### src/hw/cocd_map.svh
/*
  Offsets, field positions, reset values and clock frequencies of the
  option decoder.
  Assumes inclusion by bare name from the package and the top module.
*/
`ifndef COCD_MAP_SVH
`define COCD_MAP_SVH

// Register byte offsets.
`define COCD_OFS_OPTION 8'h00
`define COCD_OFS_STATUS 8'h04
`define COCD_OFS_MASK 8'h08
`define COCD_OFS_FLAGS 8'h0C

// Option word field positions.
`define COCD_POS_PRESC 0
`define COCD_POS_FILT 3
`define COCD_POS_SRC 4
`define COCD_POS_WDT 7
`define COCD_POS_RSTPIN 9
`define COCD_POS_SECURE 10
`define COCD_POS_LOWPWR 11
`define COCD_POS_LVL 12

// Event bits of the status and mask registers.
`define COCD_EV_LVRESET 0
`define COCD_EV_BELOW24 1
`define COCD_EV_BELOW36 2
`define COCD_EV_EXTRST 3
`define COCD_EV_BADOPT 4
`define COCD_EV_W 5

// Reset values.
`define COCD_MASK_RST 5'h00
`define COCD_STATUS_RST 5'h00

// Internal RC and real-time crystal frequencies in hertz.
`define COCD_IRC_HZ 16000000
`define COCD_RTC_HZ 32768

// Lowest prescale code that the noise filter allows.
`define COCD_PRESC_MIN_FILT 3'h2

`endif

### src/hw/cocd_pkg.sv
/*
  Types of the option decoder: option fields and the decoded word.
  Assumes cocd_map.svh is on the include path.
*/
package cocd_pkg;
  `include "cocd_map.svh"

  // Clock source select, one-hot.
  typedef enum logic [5:0] {
    COCD_SRC_IRC = 6'h01,
    COCD_SRC_IRC_RTC = 6'h02,
    COCD_SRC_EXT_RC = 6'h04,
    COCD_SRC_XTAL_LOW = 6'h08,
    COCD_SRC_XTAL_HIGH = 6'h10,
    COCD_SRC_XTAL_STD = 6'h20
  } cocd_src_e;

  typedef enum logic [2:0] {
    COCD_WDT_ALWAYS = 3'h1,
    COCD_WDT_ENABLE = 3'h2,
    COCD_WDT_DISABLE = 3'h4
  } cocd_wdt_e;

  typedef enum logic [2:0] {
    COCD_LVL_LOW = 3'h1,
    COCD_LVL_MID = 3'h2,
    COCD_LVL_HIGH = 3'h4
  } cocd_lvl_e;

  // Raw fuse word as it arrives from the option array.
  typedef struct packed {
    logic [1:0] lvl;
    logic low_power;
    logic secure;
    logic reset_pin;
    logic [1:0] wdt;
    logic [2:0] src;
    logic filter;
    logic [2:0] presc;
  } cocd_fuse_s;

  // Decoded, latched settings.
  typedef struct packed {
    logic [2:0] presc;
    logic filter;
    cocd_src_e src;
    cocd_wdt_e wdt;
    logic reset_pin;
    logic secure;
    logic low_power;
    cocd_lvl_e lvl;
  } cocd_opt_s;
endpackage : cocd_pkg

### src/hw/cocd_option_decode.sv
/*
  Option decoder: latches the one-time option fuses at reset release and
  drives prescaler, clock source, pin reuse, watchdog, reset pin, ROM
  protection, low-power and low-voltage policy. AXI4-Lite gives read
  access to the latched options, a sticky event status with mask, and
  the low-voltage indicator flags.
  Assumes the fuse word and detector levels are synchronous to sys_clk
  and that the fuse word is stable while resetn is low.
*/
`include "cocd_map.svh"

////////////////////////////////////////////////////////////////////////
// Overview of operation
// - Instruction cycle divides high clock by 1..128.
// - Filter on limits divide to 4..128.
// - Filter off allows every divide 1..128.
// - Same prescaler serves the low clock.
// - Internal RC frees both oscillator pins as GPIO.
// - Internal RC with crystal on oscillator pins.
// - External RC on input, output pin GPIO.
// - Three external crystal choices are offered.
// - Always-on watchdog runs in every mode.
// - Enable halts watchdog asleep; disable stops it.
// - Reset option makes pin external reset.
// - Port option makes pin open-drain bit.
// - Security option blocks ROM readout.
// - Lowest level resets below 2.1 V.
// - Middle level resets 2.1 V, flags 2.4 V.
// - Highest level resets 2.4 V, flags 3.6 V.
module cocd_option_decode
  import cocd_pkg::*;
#(
  parameter int PRESC_W = 3,
  parameter int ADDR_W = 8
) (
  // Clock and reset.
  input wire logic sys_clk,
  input wire logic resetn,
  // Option fuses and supply detector.
  input wire cocd_fuse_s fuse_word,
  input wire logic supply_below_2v1,
  input wire logic supply_below_2v4,
  input wire logic supply_below_3v6,
  // Core state.
  input wire logic sleep_mode,
  input wire logic ext_reset_n_pin,
  input wire logic rom_read_req,
  // Oscillator and shared pins.
  input wire logic osc_in_pin,
  input wire logic osc_out_pin,
  input wire logic port1_bit2_in,
  input wire logic osc_in_o,
  input wire logic osc_out_o,
  input wire logic port1_bit2_o,
  // Decoded controls.
  output logic [PRESC_W-1:0] cpu_div_log2,
  output logic [5:0] clk_src_sel,
  output logic osc_in_oe,
  output logic osc_out_oe,
  output logic osc_in_out,
  output logic osc_out_out,
  output logic port1_bit2_oe,
  output logic port1_bit2_out,
  output logic port1_bit2_function,
  output logic wdt_run,
  output logic rom_read_grant,
  output logic low_power_en,
  output logic chip_reset_req,
  output logic supply_below_2v4_flag,
  output logic supply_below_3v6_flag,
  output logic irq,
  // AXI4-Lite slave.
  input wire logic [ADDR_W-1:0] s_awaddr,
  input wire logic s_awvalid,
  output logic s_awready,
  input wire logic [31:0] s_wdata,
  input wire logic [3:0] s_wstrb,
  input wire logic s_wvalid,
  output logic s_wready,
  output logic [1:0] s_bresp,
  output logic s_bvalid,
  input wire logic s_bready,
  input wire logic [ADDR_W-1:0] s_araddr,
  input wire logic s_arvalid,
  output logic s_arready,
  output logic [31:0] s_rdata,
  output logic [1:0] s_rresp,
  output logic s_rvalid,
  input wire logic s_rready
);

  if (PRESC_W != 3) begin : g_bad_presc
    $error("PRESC_W must be 3 for eight divide ratios");
  end
  if (ADDR_W < 4) begin : g_bad_addr
    $error("ADDR_W must hold the register offsets");
  end

  //////////////////////////////////////////////////////////////////////
  // Option latch.
  cocd_opt_s opt_ff;
  cocd_opt_s nxt_opt;
  logic latched_ff;
  logic bad_opt_ff;

  always_comb begin
    nxt_opt.presc = fuse_word.presc;
    nxt_opt.filter = fuse_word.filter;
    // With the filter on, divide 1 and 2 are lifted to divide 4.
    if (fuse_word.filter && fuse_word.presc < `COCD_PRESC_MIN_FILT) begin
      nxt_opt.presc = `COCD_PRESC_MIN_FILT;
    end
    unique case (fuse_word.src)
      3'h0: nxt_opt.src = COCD_SRC_IRC;
      3'h1: nxt_opt.src = COCD_SRC_IRC_RTC;
      3'h2: nxt_opt.src = COCD_SRC_EXT_RC;
      3'h3: nxt_opt.src = COCD_SRC_XTAL_LOW;
      3'h4: nxt_opt.src = COCD_SRC_XTAL_HIGH;
      default: nxt_opt.src = COCD_SRC_XTAL_STD;
    endcase
    unique case (fuse_word.wdt)
      2'h0: nxt_opt.wdt = COCD_WDT_ALWAYS;
      2'h1: nxt_opt.wdt = COCD_WDT_ENABLE;
      default: nxt_opt.wdt = COCD_WDT_DISABLE;
    endcase
    nxt_opt.reset_pin = fuse_word.reset_pin;
    nxt_opt.secure = fuse_word.secure;
    nxt_opt.low_power = fuse_word.low_power;
    unique case (fuse_word.lvl)
      2'h0: nxt_opt.lvl = COCD_LVL_LOW;
      2'h1: nxt_opt.lvl = COCD_LVL_MID;
      default: nxt_opt.lvl = COCD_LVL_HIGH;
    endcase
  end

  // Options are caught once, on the first edge after reset release.
  always_ff @(posedge sys_clk or negedge resetn) begin
    if (!resetn) begin
      opt_ff <= '{presc: 3'h7, filter: 1'b1, src: COCD_SRC_IRC,
                  wdt: COCD_WDT_ALWAYS, reset_pin: 1'b1, secure: 1'b1,
                  low_power: 1'b0, lvl: COCD_LVL_LOW};
      latched_ff <= 1'b0;
      bad_opt_ff <= 1'b0;
    end else if (!latched_ff) begin
      opt_ff <= nxt_opt;
      latched_ff <= 1'b1;
      bad_opt_ff <= fuse_word.filter &&
                    fuse_word.presc < `COCD_PRESC_MIN_FILT;
    end
  end

  //////////////////////////////////////////////////////////////////////
  // Decoded outputs.
  logic is_irc;
  logic rtc_pins;
  logic ext_rc;
  logic lv_reset;
  assign is_irc = opt_ff.src == COCD_SRC_IRC;
  assign rtc_pins = opt_ff.src == COCD_SRC_IRC_RTC;
  assign ext_rc = opt_ff.src == COCD_SRC_EXT_RC;

  always_comb begin
    unique case (opt_ff.lvl)
      COCD_LVL_HIGH: lv_reset = supply_below_2v4;
      COCD_LVL_MID: lv_reset = supply_below_2v1;
      default: lv_reset = supply_below_2v1;
    endcase
  end

  always_ff @(posedge sys_clk or negedge resetn) begin
    if (!resetn) begin
      cpu_div_log2 <= 3'h7;
      clk_src_sel <= 6'h01;
      osc_in_oe <= 1'b0;
      osc_out_oe <= 1'b0;
      osc_in_out <= 1'b0;
      osc_out_out <= 1'b0;
      port1_bit2_oe <= 1'b0;
      port1_bit2_out <= 1'b0;
      port1_bit2_function <= 1'b0;
      wdt_run <= 1'b0;
      rom_read_grant <= 1'b0;
      low_power_en <= 1'b0;
      chip_reset_req <= 1'b1;
      supply_below_2v4_flag <= 1'b0;
      supply_below_3v6_flag <= 1'b0;
    end else begin
      // One divide code serves both the high and the low clock.
      cpu_div_log2 <= opt_ff.presc;
      clk_src_sel <= opt_ff.src;
      // Pins become GPIO only where the source leaves them free.
      osc_in_oe <= is_irc && osc_in_o;
      osc_in_out <= 1'b0;
      osc_out_oe <= (is_irc || ext_rc) && osc_out_o;
      osc_out_out <= 1'b0;
      // Open drain: only the low level is driven.
      port1_bit2_function <= !opt_ff.reset_pin;
      port1_bit2_out <= 1'b0;
      port1_bit2_oe <= !opt_ff.reset_pin && !port1_bit2_o;
      unique case (opt_ff.wdt)
        COCD_WDT_ALWAYS: wdt_run <= 1'b1;
        COCD_WDT_ENABLE: wdt_run <= !sleep_mode;
        default: wdt_run <= 1'b0;
      endcase
      rom_read_grant <= rom_read_req && !opt_ff.secure;
      low_power_en <= opt_ff.low_power;
      chip_reset_req <= !latched_ff || lv_reset ||
                        (opt_ff.reset_pin && !ext_reset_n_pin);
      supply_below_2v4_flag <= opt_ff.lvl == COCD_LVL_MID &&
                               supply_below_2v4;
      supply_below_3v6_flag <= opt_ff.lvl == COCD_LVL_HIGH &&
                               supply_below_3v6;
    end
  end

  //////////////////////////////////////////////////////////////////////
  // Event status, mask and interrupt.
  logic [`COCD_EV_W-1:0] status_ff;
  logic [`COCD_EV_W-1:0] mask_ff;
  logic [`COCD_EV_W-1:0] ev;
  logic [`COCD_EV_W-1:0] w1c;
  logic [`COCD_EV_W-1:0] mask_wr;
  logic mask_we;
  logic bad_seen_ff;

  assign ev[`COCD_EV_LVRESET] = lv_reset;
  assign ev[`COCD_EV_BELOW24] = supply_below_2v4_flag;
  assign ev[`COCD_EV_BELOW36] = supply_below_3v6_flag;
  assign ev[`COCD_EV_EXTRST] = opt_ff.reset_pin && !ext_reset_n_pin;
  assign ev[`COCD_EV_BADOPT] = bad_opt_ff && !bad_seen_ff;

  always_ff @(posedge sys_clk or negedge resetn) begin
    if (!resetn) begin
      bad_seen_ff <= 1'b0;
    end else if (bad_opt_ff) begin
      bad_seen_ff <= 1'b1;
    end
  end

  // A new event wins over a clear in the same cycle.
  always_ff @(posedge sys_clk or negedge resetn) begin
    if (!resetn) begin
      status_ff <= `COCD_STATUS_RST;
    end else begin
      status_ff <= (status_ff & ~w1c) | ev;
    end
  end

  always_ff @(posedge sys_clk or negedge resetn) begin
    if (!resetn) begin
      mask_ff <= `COCD_MASK_RST;
    end else if (mask_we) begin
      mask_ff <= mask_wr;
    end
  end

  always_ff @(posedge sys_clk or negedge resetn) begin
    if (!resetn) begin
      irq <= 1'b0;
    end else begin
      irq <= |(status_ff & mask_ff);
    end
  end

  //////////////////////////////////////////////////////////////////////
  // AXI4-Lite slave. Address and data are taken together or apart.
  logic [ADDR_W-1:0] aw_ff;
  logic aw_have_ff;
  logic w_have_ff;
  logic [31:0] wd_ff;
  logic [3:0] ws_ff;
  logic do_write;
  logic w_hit;

  assign do_write = aw_have_ff && w_have_ff && !s_bvalid;
  assign w_hit = aw_ff == `COCD_OFS_STATUS || aw_ff == `COCD_OFS_MASK;
  assign w1c = (do_write && aw_ff == `COCD_OFS_STATUS && ws_ff[0]) ?
               wd_ff[`COCD_EV_W-1:0] : '0;
  assign mask_we = do_write && aw_ff == `COCD_OFS_MASK && ws_ff[0];
  assign mask_wr = wd_ff[`COCD_EV_W-1:0];

  always_ff @(posedge sys_clk or negedge resetn) begin
    if (!resetn) begin
      aw_have_ff <= 1'b0;
      w_have_ff <= 1'b0;
      aw_ff <= '0;
      wd_ff <= 32'h00000000;
      ws_ff <= 4'h0;
      s_awready <= 1'b0;
      s_wready <= 1'b0;
      s_bvalid <= 1'b0;
      s_bresp <= 2'h0;
    end else begin
      s_awready <= !aw_have_ff && !s_awready && !s_bvalid;
      s_wready <= !w_have_ff && !s_wready && !s_bvalid;
      if (s_awvalid && s_awready) begin
        aw_ff <= s_awaddr;
        aw_have_ff <= 1'b1;
        s_awready <= 1'b0;
      end
      if (s_wvalid && s_wready) begin
        wd_ff <= s_wdata;
        ws_ff <= s_wstrb;
        w_have_ff <= 1'b1;
        s_wready <= 1'b0;
      end
      if (do_write) begin
        aw_have_ff <= 1'b0;
        w_have_ff <= 1'b0;
        s_bvalid <= 1'b1;
        // Options and flags are read-only: writes there are refused.
        s_bresp <= w_hit ? 2'h0 : 2'h2;
      end else if (s_bvalid && s_bready) begin
        s_bvalid <= 1'b0;
      end
    end
  end

  logic [31:0] rd_mux;
  always_comb begin
    rd_mux = 32'h00000000;
    unique case (s_araddr)
      `COCD_OFS_OPTION: rd_mux[15:0] = {1'b0, opt_ff.lvl,
          opt_ff.low_power, opt_ff.secure, opt_ff.reset_pin,
          opt_ff.wdt[1:0], opt_ff.src[2:0], opt_ff.filter, opt_ff.presc};
      `COCD_OFS_STATUS: rd_mux[`COCD_EV_W-1:0] = status_ff;
      `COCD_OFS_MASK: rd_mux[`COCD_EV_W-1:0] = mask_ff;
      `COCD_OFS_FLAGS: rd_mux[1:0] = {supply_below_3v6_flag,
          supply_below_2v4_flag};
      default: rd_mux = 32'h00000000;
    endcase
  end

  logic r_hit;
  assign r_hit = s_araddr == `COCD_OFS_OPTION ||
                 s_araddr == `COCD_OFS_STATUS ||
                 s_araddr == `COCD_OFS_MASK ||
                 s_araddr == `COCD_OFS_FLAGS;

  always_ff @(posedge sys_clk or negedge resetn) begin
    if (!resetn) begin
      s_arready <= 1'b0;
      s_rvalid <= 1'b0;
      s_rdata <= 32'h00000000;
      s_rresp <= 2'h0;
    end else begin
      s_arready <= !s_rvalid && !s_arready && s_arvalid;
      if (s_arvalid && s_arready) begin
        s_rvalid <= 1'b1;
        s_rdata <= rd_mux;
        s_rresp <= r_hit ? 2'h0 : 2'h2;
      end else if (s_rvalid && s_rready) begin
        s_rvalid <= 1'b0;
      end
    end
  end

  //////////////////////////////////////////////////////////////////////
  // Checks.
  property p_filter_div;
    @(posedge sys_clk) disable iff (!resetn)
      latched_ff && opt_ff.filter |=> cpu_div_log2 >= 3'h2;
  endproperty
  a_filter_div: assert property (p_filter_div)
    else $error("divide below 4 with filter on");

  property p_div_follow;
    @(posedge sys_clk) disable iff (!resetn)
      latched_ff |=> cpu_div_log2 == $past(opt_ff.presc);
  endproperty
  a_div_follow: assert property (p_div_follow)
    else $error("divide does not follow option");

  property p_opt_hold;
    @(posedge sys_clk) disable iff (!resetn)
      latched_ff |=> $stable(opt_ff);
  endproperty
  a_opt_hold: assert property (p_opt_hold)
    else $error("options changed after latch");

  property p_wdt_always;
    @(posedge sys_clk) disable iff (!resetn)
      latched_ff && opt_ff.wdt == COCD_WDT_ALWAYS |=> wdt_run;
  endproperty
  a_wdt_always: assert property (p_wdt_always)
    else $error("watchdog stopped while always on");

  property p_wdt_sleep;
    @(posedge sys_clk) disable iff (!resetn)
      opt_ff.wdt != COCD_WDT_ALWAYS && sleep_mode |=> !wdt_run;
  endproperty
  a_wdt_sleep: assert property (p_wdt_sleep)
    else $error("watchdog runs asleep");

  property p_secure;
    @(posedge sys_clk) disable iff (!resetn)
      opt_ff.secure |=> !rom_read_grant;
  endproperty
  a_secure: assert property (p_secure)
    else $error("ROM read granted while secured");

  property p_lv_low;
    @(posedge sys_clk) disable iff (!resetn)
      opt_ff.lvl != COCD_LVL_HIGH && supply_below_2v1 |=> chip_reset_req;
  endproperty
  a_lv_low: assert property (p_lv_low)
    else $error("no reset below 2.1 V");

  property p_lv_high;
    @(posedge sys_clk) disable iff (!resetn)
      opt_ff.lvl == COCD_LVL_HIGH && supply_below_2v4 |=> chip_reset_req;
  endproperty
  a_lv_high: assert property (p_lv_high)
    else $error("no reset below 2.4 V");

  property p_pin_od;
    @(posedge sys_clk) disable iff (!resetn)
      opt_ff.reset_pin |=> !port1_bit2_oe && !port1_bit2_out;
  endproperty
  a_pin_od: assert property (p_pin_od)
    else $error("reset pin driven as port");

  property p_rtc_pins;
    @(posedge sys_clk) disable iff (!resetn)
      rtc_pins |=> !osc_in_oe && !osc_out_oe;
  endproperty
  a_rtc_pins: assert property (p_rtc_pins)
    else $error("crystal pins driven");

  c_irq: cover property (@(posedge sys_clk) disable iff (!resetn)
    $rose(irq));
  c_write: cover property (@(posedge sys_clk) disable iff (!resetn)
    s_bvalid && s_bready);
  c_sleep_wdt: cover property (@(posedge sys_clk) disable iff (!resetn)
    opt_ff.wdt == COCD_WDT_ENABLE && sleep_mode);
endmodule : cocd_option_decode

### config.mk
export PLATFORM = sky130hd
export DESIGN_NAME = cocd_option_decode
export DESIGN_NICKNAME = d
export VERILOG_FILES = /design/src/hw/cocd_pkg.sv /design/src/hw/cocd_option_decode.sv
export VERILOG_INCLUDE_DIRS = /design/src /design/src/hw
export SDC_FILE = /design/constraint.sdc
export NUM_CORES = 1
export LEC_CHECK = 0
export ABC_AREA = 1
export BUFFER_PORTS_ARGS = -buffer_cell sky130_fd_sc_hd__buf_2
export CORE_MARGIN = 2
export CORE_UTILIZATION = 52
export DETAILED_ROUTE_END_ITERATION = 6
export PLACE_DENSITY = 0.82
export SYNTH_ARGS = -nofsm -noshare
export SYNTH_HDL_FRONTEND = slang
export SYNTH_SLANG_ARGS = --single-unit
### constraint.sdc
create_clock -name sys_clk -period 1.72 [get_ports sys_clk]
set_input_delay 0.258 -clock sys_clk [delete_from_list [all_inputs] [get_ports sys_clk]]
set_output_delay 0.258 -clock sys_clk [all_outputs]
set_load 0.05 [all_outputs]
Yosys cells after proc, flatten, opt, wreduce, memory -nomap -nowiden
Index checks and enable logic that the tools add are counted. Widths: inputs -> output; s select.

Bits in registers: 93.

Order comparisons: 1. Eq/ne operators: 17. Mux-type cells: 22. Bitwise logic cells: 4. Reduce and logical (&&, ||, !) cells: 56.

Operators by type and width (number): $pmux 6 s5 (1); $logic_and 1x1->1 (26); $eq 8x4->1 const B (3); $eq 8x3->1 const B (2); $logic_not 1->1 (14); $eq 3x2->1 const B (4); $pmux 3 s2 (2); $mux 1 (11); $and 5x5->5 (2); $mux 10 (1); $pmux 3 s3 (1); $logic_not 8->1 (1); $pmux 2 s4 (1); $reduce_bool 2->1 (4); $logic_or 1x1->1 (7); $eq 3x1->1 const B (2); $eq 3x3->1 const B (2); $eq 6x1->1 const B (1); $eq 6x3->1 const B (1); $mux 5 (1); $not 5->5 (1); $or 5x5->5 (1); $reduce_or 5->1 (1); $eq 2x1->1 const B (2); other kinds (6) (8).

Logic depth before layout (Yosys ltp)
Gate-level depths: netlist of run 1.

Depth after elaboration: 8. Depth in mapped cells: 8. Gate-level depth less buffers: 7.

Worst setup path after synthesis of run 1
Ideal clock, no wire load.

Path kind: register -> register. Start: reg s_arready. End: reg s_rdata[6]. Setup time: 0.066 ns. Arrival: 1.289 ns. Data required time: 1.654 ns. Path slack: 0.365 ns. Cell stages (with the launch flop): 6. Period minus slack after synthesis: 1.355 ns. Cells stage by stage: dfrtp_1 -> nand2_2 -> inv_1 -> buf_6 -> nand3_1 -> nand2_1.

Word-level cells in the longest chain between the ends: 1.

RTL lines: start, declared (RTL line cocd_option_decode.sv:85) `output logic s_arready,`; start signal, assigned (RTL line cocd_option_decode.sv:347) `s_arready <= !s_rvalid && !s_arready && s_arvalid;`; $logic_and 1x1->1 (RTL line cocd_option_decode.sv:348) `if (s_arvalid && s_arready) begin`; end signal, assigned (RTL line cocd_option_decode.sv:350) `s_rdata <= rd_mux;`; end, declared (RTL line cocd_option_decode.sv:86) `output logic [31:0] s_rdata,`.

Every way passes these cells. A chain may end at the register's enable or synchronous reset.

Worst setup path in the final report of run 1
Start: reg cpu_div_log2[0]. End: out cpu_div_log2[0].

RTL lines: start, declared (RTL line cocd_option_decode.sv:56) `output logic [PRESC_W-1:0] cpu_div_log2,`; start signal, assigned (RTL line cocd_option_decode.sv:189) `cpu_div_log2 <= opt_ff.presc;`.

No word-level cell between the ends.

==> results.json, run 1 <==
{
  "syn_avg_cell_area_um2": 9.28,
  "cp_num_buf_inv": 1,
  "via_count": 2921,
  "grt_pass1_wl_um": 11900,
  "period_share": 0.819,
  "fin_nets": 589,
  "drc": 0,
  "first_global_vias": 2732,
  "die_x_um": 88.9,
  "drt-initial-drc-count": 133,
  "dr.pass1.iters": 4,
  "end_kind": "output port",
  "hold_class": "input pin to register",
  "post_drt_via_cell_ratio": 4.83,
  "gr-usage-met2": 0.320,
  "synth_top_flop_cell": "dfrtp_1",
  "r2r-end": "status_ff[3]",
  "synth_edf_count": 0,
  "multi_input_area_um2": 1150,
  "peakVddDrop_uv": 772,
  "power_leakage_nw": 2.38,
  "worst-path-max-fanout": 1,
  "cp_cell_sequence": "buf_2",
  "track_usage": 0.196,
  "power_density_nw_per_um2": 1190,
  "finalCriticalPeriod_ps": 1410,
  "grt_max_degree": 53,
  "pin_count": 149,
  "yosysMostFrequentCell": "nand2_1",
  "maxCapViolCount": 0,
  "r2r-start": "s_bvalid",
  "ys_seq_area_frac": 0.605,
  "fill_cells": 602,
  "syn_area_um2": 3750,
  "r2r_slack_ps": 440,
  "max_slew_margin": 0.659,
  "worstPathArrival_ps": 1150,
  "power_mw": 5.26,
  "status": "finished, final reports clean",
  "crit_slowest_cell": "dfstp_2",
  "dieArea_um2": 7910,
  "ys_types": 28,
  "top_usage_layer": "met2",
  "clock_sinks": 90,
  "synth-seq-cells": 90,
  "wl_per_cell_um": 12.3,
  "reg2reg_depth": 6,
  "area_delta_synth_final_pct": 18.1,
  "finClkSkew_ps": 8.55,
  "crit_family": "flip-flops",
  "cts_buffers": 9,
  "antenna_left": 0,
  "critPathMaxStageDelay_ps": 540,
  "final-hold-violation-count": 0,
  "place.port_buffers": 93,
  "path_depth": 1,
  "critPathLaunchType": "register",
  "tightestPinTransition_ps": 511,
  "dp_hpwl_um": 5500,
  "cts.htree.levels": 3,
  "min_path_cells": 2,
  "grt_use_met3": 0.0425,
  "finalSetupTns_ps": 0,
  "ys_top_cells_by_area": "dfrtp_1 (51%), nand2_1 (11%), dfstp_2 (9.8%)",
  "start_util": 0.546,
  "grt_antenna_before_repair": 1,
  "rsz0062_at_grt": "false",
  "cts_buffer_depth": 2,
  "slew_violations": 0,
  "gp_congestion": 0.851,
  "async_reset_ff_frac": 1.00,
  "critical_path_class": "register to output port",
  "max_freq_mhz": 710,
  "n_antenna_cell": 0,
  "synth_top_area_cell": "dfrtp_1",
  "die_h_um": 88.9,
  "hold_ws_ps": 40.8,
  "grt.overflow.total": 0,
  "yosys-top-cells-count": "nand2_1 (110), dfrtp_1 (76), inv_1 (46)",
  "crit_required_ps": 1460,
  "ys_warn_count": 0,
  "yosys.area.top_type_share": 0.507,
  "root_buffer": "clkbuf_8",
  "cts_tree": "yes",
  "cp-startpoint": "cpu_div_log2[0]",
  "drive_above_1_share": 0.275,
  "placementRows": 30,
  "drt_wl_total_um": 7450,
  "setup_viol": 0,
  "seqCellArea_um2": 2270,
  "worstSetupEndpoint": "cpu_div_log2[0]",
  "met1_usage": 0.251,
  "synthCells": 404,
  "cts.clk_slew.worst_paths_ps": 90,
  "clk_latency_ps": 350,
  "core_area_um2": 6870
}
==> routing by layer <==
layer	vias up	routed length, um
met5	-	13
met2	100	3420
li1	1427	-
met1	1376	3350
met4	2	177
met3	16	489
==> through the flow <==
step	cells	worst slack (ps)	util	instance area, um^2
finish	605	311	0.645	4430
detailed placement	588	334	0.616	4230
global placement	588	389	0.616	4230
floorplan	425	365	-	3830
CTS	605	309	0.645	4430
global route	605	244	0.645	4430
==> worst min path at each step <==
stage | start | end | slack (ps)
finish | port1_bit2_o | port1_bit2_oe | 40
global route | port1_bit2_o | port1_bit2_oe | 30
CTS | port1_bit2_o | port1_bit2_oe | 30
detailed placement | resetn | s_awready | 150
global placement | resetn | aw_have_ff | 150
floorplan | resetn | aw_ff[0] | -40
==> report_power, final <==
part / internal (mW) / leakage (nW) / switching (mW) / total [mW]
Sequential: 2.48 / 1.11 / 0.187 / 2.67
Clock: 0.547 / 0.0879 / 0.787 / 1.33
Combinational: 0.326 / 1.18 / 0.928 / 1.25
Total: 3.36 / 2.38 / 1.90 / 5.26
==> timing repair <==
| action | 4_1_cts | 5_1_grt |
|---|---|---|
| endpoints found under the hold margin | 16 | 0 |
| buffers inserted | 0 | 0 |
| setup endpoints to repair | 0 | 0 |
| gates resized for setup | 0 | 0 |
| hold buffers | 1 | 0 |
==> cell usage in the layout, fill, tap and decap left out, types with 2 or more instances in the layout <==
| master | Yosys | final |
|---|---|---|
| or2_2 | 2 | 2 |
| clkbuf_8 | 0 | 9 |
| nand3_1 | 33 | 33 |
| o22ai_1 | 7 | 7 |
| o21ai_0 | 32 | 32 |
| a21oi_1 | 6 | 6 |
| conb_1 | 2 | 23 |
| buf_4 | 22 | 5 |
| clkinv_4 | 0 | 3 |
| dfrtp_1 | 76 | 76 |
| clkinvlp_4 | 0 | 2 |
| nand2_2 | 4 | 4 |
| nand2_1 | 110 | 110 |
| buf_2 | 4 | 92 |
| dfstp_2 | 14 | 14 |
| nor3_1 | 2 | 2 |
| nand4_1 | 3 | 3 |
| nor2_4 | 3 | 3 |
| inv_1 | 46 | 46 |
| nor2_1 | 23 | 23 |
| o21ai_1 | 2 | 2 |
==> layout make-up <==
| class | count | area share |
|---|---|---|
| repair buffers | 99 | 0.119 |
| flip-flops and latches | 90 | 0.512 |
| inverters | 47 | 0.0398 |
| clock buffers | 9 | 0.0280 |
| clock inverters | 7 | 0.0138 |
| multi-input cells | 257 | 0.260 |
| well taps | 96 | 0.0271 |
==> flip-flops by register name (all words and copies together), names as in the netlist, 3 cells and up <==
register      count
cpu_div_log2      3
clk_src_sel       6
s_rdata          15
opt_ff           19
aw_ff             8
status_ff         5
mask_ff           5
wd_ff             5
==> cell families after synthesis <==
group,synth area share
and+or+nand+nor,0.212
DFF,0.605
buffers and inverters,0.109
AOI/OAI and AO/OA,0.0717
other,0.00200
(Power assumes the default switching activity.)
==> run 2, diff against run 1 <==
- ABC_AREA: 1 -> 0
- CORE_UTILIZATION: 52 -> 43
- PLACE_DENSITY: 0.82 -> 0.72
- clock period: 1.72 -> 1.2 ns (I/O delays scaled with it)
==> run 2 against run 1 <==
  * The run now ends with setup timing left
  * Non-clock buffer count is 30 higher
  * First-iteration DRC count decreased by 52%
  * Hold slack got worse by 11 ps
  * Global-route usage fell by 2.4 points
  * Final cell count shrank 10%
  * Clock power up 43%
  * Power up 50%
  * Synthesized area down 2.7%
  * Core utilization is 6.2 points lower
  * Synthesized cell count shrank 25%
  * Final area up 8.1%
  * Combinational power increased by 68%
  * Critical path type is now register to register
  * Largest power group unchanged
==> results.json, run 2 <==
{
  "status": "finished, violations left",
  "failed_checks": "setup timing",
  "finClkSkew_ps": 12.0,
  "via_count": 2610,
  "synth_fa_ha_area_frac": 0,
  "final_area_um2": 4790,
  "grt_pass1_wl_um": 12100,
  "cts.htree.levels": 3,
  "area_delta_synth_final_pct": 31.2,
  "synth_top_flop_cell": "dfrtp_1",
  "placementRows": 33,
  "start_util": 0.444,
  "syn_area_um2": 3650,
  "grt.overflow.total": 0,
  "largestRegisters": "opt_ff (19), s_rdata (15), aw_ff (8)",
  "track_usage": 0.172,
  "fill_cells": 703,
  "maxCapViolCount": 0,
  "grt_antenna_before_repair": 0,
  "drc": 0,
  "ys_seq_area_frac": 0.622,
  "worst_slack_ps": -617,
  "place_area_um2": 4350,
  "seqPwrFrac": 0.493,
  "n_antenna_cell": 0,
  "hp-start": "osc_out_o",
  "synth_top_family_by_area": "simple AND/OR/NAND/NOR gates",
  "power.internal_mw": 5.33,
  "final_common_cell": "buf_2",
  "synth_top_area_cell": "dfrtp_1",
  "drt-initial-drc-count": 64,
  "synth_compound_area_frac": 0.0809,
  "ys_top_cells_by_area": "dfrtp_1 (52%), dfstp_2 (10%), mux2_2 (6.2%)",
  "end_kind": "register",
  "synthCells": 302,
  "yosysMostFrequentCell": "dfrtp_1",
  "period_share": 1.51,
  "min_path_cells": 3,
  "die_h_um": 96.1,
  "crit_required_ps": 1430,
  "rsz0062_at_grt": "true",
  "largest-register": "opt_ff",
  "syn_avg_cell_area_um2": 12.1,
  "power_frac_comb": 0.267,
  "slew_violations": 0,
  "ys_types": 43,
  "place.port_buffers": 93,
  "worst-path-max-fanout": 5,
  "r2r-start": "aw_ff[5]",
  "drt_wl_total_um": 7500,
  "max_freq_mhz": 550,
  "worstPathArrival_ps": 2050,
  "synth-xor-area-share": 0.00240,
  "finalSetupTns_ps": -5520,
  "cts.clk_slew.worst_paths_ps": 90,
  "gp_congestion": 0.800,
  "r2r_slack_ps": -620,
  "clk_latency_ps": 350,
  "cts_tree": "yes",
  "power_leakage_nw": 2.32,
  "reg2reg_depth": 5,
  "cts_buffer_depth": 2,
  "peakVddDrop_uv": 823,
  "hold_class": "input pin to register",
  "ys_warn_count": 0,
  "yosys-top-cells-count": "dfrtp_1 (76), nand2_1 (44), buf_4 (22), o21ai_0 (22), mux2_2 (20)",
  "critPathLaunchType": "register",
  "synth_edf_count": 0,
  "synth-seq-cells": 90,
  "power_density_nw_per_um2": 1650,
  "die_x_um": 96.1,
  "power_mw": 7.89,
  "setup_viol": 19,
  "post_drt_via_cell_ratio": 4.82,
  "switching_power_mw": 2.56,
  "fin_nets": 517,
  "root_buffer": "clkbuf_8",
  "holdPathEnd": "osc_out_oe",
  "pin_count": 149,
  "final-hold-violation-count": 0,
  "cts_buffers": 9,
  "clock_sinks": 90,
  "final_cell_mix": "buf_2 (74), dfrtp_1 (71), nand2_1 (42)",
  "async_reset_ff_frac": 1.00,
  "yosys.area.top_type_share": 0.521,
  "power_frac_clock": 0.241,
  "r2r-end": "mask_ff[3]",
  "wl_per_cell_um": 13.8,
  "drive_above_1_share": 0.446,
  "netSwitchingFraction": 0.324,
  "antenna_left": 0,
  "muxShareOfSynthArea": 0.108,
  "first_global_vias": 2555,
  "dr.pass1.iters": 6,
  "critical_path_class": "register to register",
  "grt_max_degree": 36,
  "core_area_um2": 8220,
  "dieArea_um2": 9240,
  "dp_hpwl_um": 5550,
  "yosys.area_share.simple": 0.118,
  "largest_reg_flops": 19,
  "finalCriticalPeriod_ps": 1820,
  "dp_slack_ps": -634
}
## run 2: cell types whose count changed in the layout (fill, tap and decap cells not counted), moves of 7 or more
cell           before  now
buf_2              92   74
buf_4               5   24
buf_8               0    8
clkbuf_4            0    7
dlygate4sd3_1       1    8
inv_1              46   10
mux2_2              0   20
nand2_1           110   42
nand3_1            33    1
nor2_1             23   15
o21ai_0            32   22
## run 2: worst max path at each step
stage	start	to	slack [ps]	cells after the start
after floorplan	aw_ff[5]	mask_ff[0]	-550	5
after global placement	aw_ff[5]	mask_ff[1]	-610	5
after detailed placement	aw_ff[5]	mask_ff[3]	-630	5
after CTS	aw_ff[5]	mask_ff[3]	-630	5
after global routing	aw_ff[5]	mask_ff[3]	-680	5
final	aw_ff[5]	mask_ff[3]	-620	5
## run 2: critical path: stages (launching register included)
cell and delay (ps):
dfrtp_1 390, or4_4 550, nor3_4 130, and4_1 200
buf_6 130, mux2_4 300
## run 2: logic make-up after synthesis
kind of cell	count (synthesis)
flip-flops	90
AND/OR/NAND/NOR	89
AO/OA/AOI/OAI	47
buffers and inverters	41
multiplexers	32
other	2
XOR/XNOR	1
## run 2: layout make-up
cell class | count | area, um^2 | area share
flip-flops and latches | 90 | 2280 | 0.475
repair buffers | 129 | 920 | 0.192
clock buffers | 11 | 141 | 0.0295
well taps | 105 | 131 | 0.0274
inverters | 10 | 37.5 | 0.00784
multi-input cells | 192 | 1250 | 0.260
clock inverters | 5 | 37.5 | 0.00784
## run 2: power by group through the flow
stage / registers (mW) / clock network (mW) / logic [mW]
floorplan: 4.30 / 0 / 0.919
global placement: 3.91 / 0 / 1.91
detailed placement: 3.94 / 0 / 1.94
CTS: 3.89 / 1.95 / 2.10
global route: 3.96 / 2.08 / 2.28
finish: 3.89 / 1.90 / 2.10
## run 2: stage by stage
stage	hold WS, ps	util	cells
floorplan	-116	-	323
global placement	108	0.530	513
detailed placement	118	0.530	513
CTS	15.7	0.578	541
global route	24.7	0.583	542
finish	30.2	0.583	542
## run 2: timing repair
| item | in CTS | in global routing |
|---|---|---|
| setup endpoints to repair | 24 | 32 |
| buffers inserted | 4 | 1 |
| pin swaps | 4 | 0 |
| gates resized for setup | 32 | 12 |
| hold endpoints to repair | 27 | 0 |
| hold buffers | 8 | 0 |
## run 2: routing by layer
layer  vias to the layer above  track usage  wire, um  share of wire
met5                         -            0         0              0
met2                        85        0.278      3700           0.49
met3                        11       0.0211       420          0.056
li1                       1250            -         -              -
met4                         0       0.0798       149          0.020
met1                      1264        0.231      3240           0.43
==> run 3, diff against run 2 <==
- HOLD_SLACK_MARGIN: unset -> 0.12
==> run 3 against run 2 <==
  * The flow still finishes with violations (setup timing)
  * Combinational power up 6%
  * Sequential share of layout area shrank 3.1 points
  * Die area stayed put
  * Register-to-register slack hardly changed
  * Final area is 6.9% higher
  * Sequential power hardly changed
  * Clock power hardly changed
  * Hold slack gained 100 ps
  * Fmax shrank 0.17%
  * Power up 1.6%
  * First-iteration DRC count grew 20%
  * Clock skew fell by 1.8 ps
==> results.json, run 3 (same netlist as run 2, synthesis figures left out) <==
{
  "power_frac_clock": 0.236,
  "track_usage": 0.181,
  "area_delta_synth_final_pct": 40.3,
  "maxCapViolCount": 0,
  "finalSetupTns_ps": -5550,
  "hold_class": "input pin to register",
  "grt_pass1_wl_um": 12700,
  "final_area_um2": 5120,
  "fill_cells": 668,
  "critPathMaxStageDelay_ps": 550,
  "drive_above_1_share": 0.420,
  "power_frac_comb": 0.278,
  "cts.htree.levels": 3,
  "max_freq_mhz": 550,
  "start_util": 0.444,
  "place_area_um2": 4350,
  "drc": 0,
  "critPathLaunchType": "register",
  "setup_viol": 19,
  "cts.clk_slew.worst_paths_ps": 90,
  "r2r_slack_ps": -620,
  "pin_count": 149,
  "power_leakage_nw": 2.47,
  "largestRegisters": "opt_ff (19), s_rdata (15), aw_ff (8)",
  "post_drt_via_cell_ratio": 4.83,
  "root_buffer": "clkbuf_8",
  "final_cell_mix": "buf_2 (74), dfrtp_1 (71), nand2_1 (41)",
  "worst-path-max-fanout": 5,
  "seqCellArea_um2": 2280,
  "core_area_um2": 8220,
  "dp_hpwl_um": 5550,
  "seqPwrFrac": 0.486,
  "die_h_um": 96.1,
  "worst_slack_ps": -620,
  "clock_sinks": 90,
  "clk_latency_ps": 350,
  "multi_input_area_um2": 1250,
  "end_kind": "register",
  "cts_tree": "yes",
  "worstPathArrival_ps": 2050,
  "slew_violations": 0,
  "crit_required_ps": 1430,
  "power_density_nw_per_um2": 1560,
  "drt_wl_total_um": 7920,
  "hold_ws_ps": 132,
  "dp_slack_ps": -634,
  "crit_slowest_cell": "or4_4",
  "drt-initial-drc-count": 77,
  "cp_cell_sequence": "or4_4, nor3_4, and4_1, buf_6, mux2_4",
  "n_antenna_cell": 0,
  "finClkSkew_ps": 10.2,
  "period_share": 1.52,
  "first_global_vias": 2739,
  "rsz0062_at_grt": "true",
  "dieArea_um2": 9240,
  "netSwitchingFraction": 0.322,
  "peakVddDrop_uv": 850,
  "gp_congestion": 0.800,
  "finalCriticalPeriod_ps": 1820,
  "antenna_left": 0,
  "grt_max_degree": 36,
  "failed_checks": "setup timing",
  "grt.overflow.total": 0,
  "via_count": 2774,
  "place.port_buffers": 93,
  "final-hold-violation-count": 0,
  "status": "finished, violations left",
  "cts_buffer_depth": 2,
  "placementRows": 33,
  "cts_buffers": 9,
  "fin_nets": 549,
  "grt_antenna_before_repair": 0,
  "dr.pass1.iters": 4,
  "critical_path_class": "register to register",
  "largest-register": "opt_ff",
  "switching_power_mw": 2.58,
  "die_x_um": 96.1,
  "final_common_cell": "buf_2",
  "largest_reg_flops": 19,
  "wl_per_cell_um": 13.8,
  "power.internal_mw": 5.43
}
-- run 3: cell types whose count changed in the layout (fill, tap and decap cells not counted) --
cell | previous run | this run
buf_6 | 5 | 7
nand2_4 | 0 | 1
dlygate4sd3_1 | 8 | 39
nand2_1 | 42 | 41
buf_4 | 24 | 23
-- run 3: timing repair --
item | 4_1_cts | 5_1_grt
endpoints found under the hold margin | 117 | 0
setup endpoints to repair | 24 | 43
gates resized for setup | 32 | 16
setup buffers | 4 | 2
hold buffers | 39 | 0
pin swaps | 4 | 0
-- run 3: worst max-delay path, delay by kind of cell (launching register included) --
family / cells / cell delay [ps]
mux: 1 / 300
buf+inv: 1 / 130
flops: 1 / 390
simple gates: 3 / 890
-- run 3: stage by stage --
stage,util,std cells,total power [mW]
after floorplan,-,323,5.22
after global placement,0.530,513,5.82
after detailed placement,0.530,513,5.88
after CTS,0.615,572,8.02
after global routing,0.623,574,8.46
final,0.623,574,8.01
-- run 3: layout make-up --
class	count	area share
flip-flops and latches	90	0.444
inverters	10	0.00733
well taps	105	0.0256
clock buffers	11	0.0276
repair buffers	161	0.243
multi-input cells	192	0.245
clock inverters	5	0.00733
-- run 3: power by group through the flow --
stage | combinational (mW) | sequential [mW] | clock (mW)
floorplan | 0.919 | 4.30 | 0
global placement | 1.91 | 3.91 | 0
detailed placement | 1.94 | 3.94 | 0
CTS | 2.18 | 3.89 | 1.95
global route | 2.41 | 3.97 | 2.08
finish | 2.23 | 3.90 | 1.89
-- run 3: final timing paths --
kind	start	end	cells after the start
min	supply_below_2v1	status_ff[0]	3
max	aw_ff[5]	mask_ff[3]	5
min in group asynchronous	resetn	aw_ff[6]	2
max in group asynchronous	resetn	cpu_div_log2[0]	3
min reg2reg	opt_ff[18]	cpu_div_log2[2]	0
max reg2reg	aw_ff[5]	mask_ff[3]	5
-- run 3: metal layers --
| metal | global-route usage | share of wire | vias to the layer above |
|---|---|---|---|
| met1 | 0.234 | 0.42 | 1347 |
| met5 | 0 | 0 | - |
| met4 | 0.0952 | 0.028 | 0 |
| met3 | 0.0188 | 0.049 | 17 |
| met2 | 0.301 | 0.50 | 97 |
| li1 | - | - | 1313 |
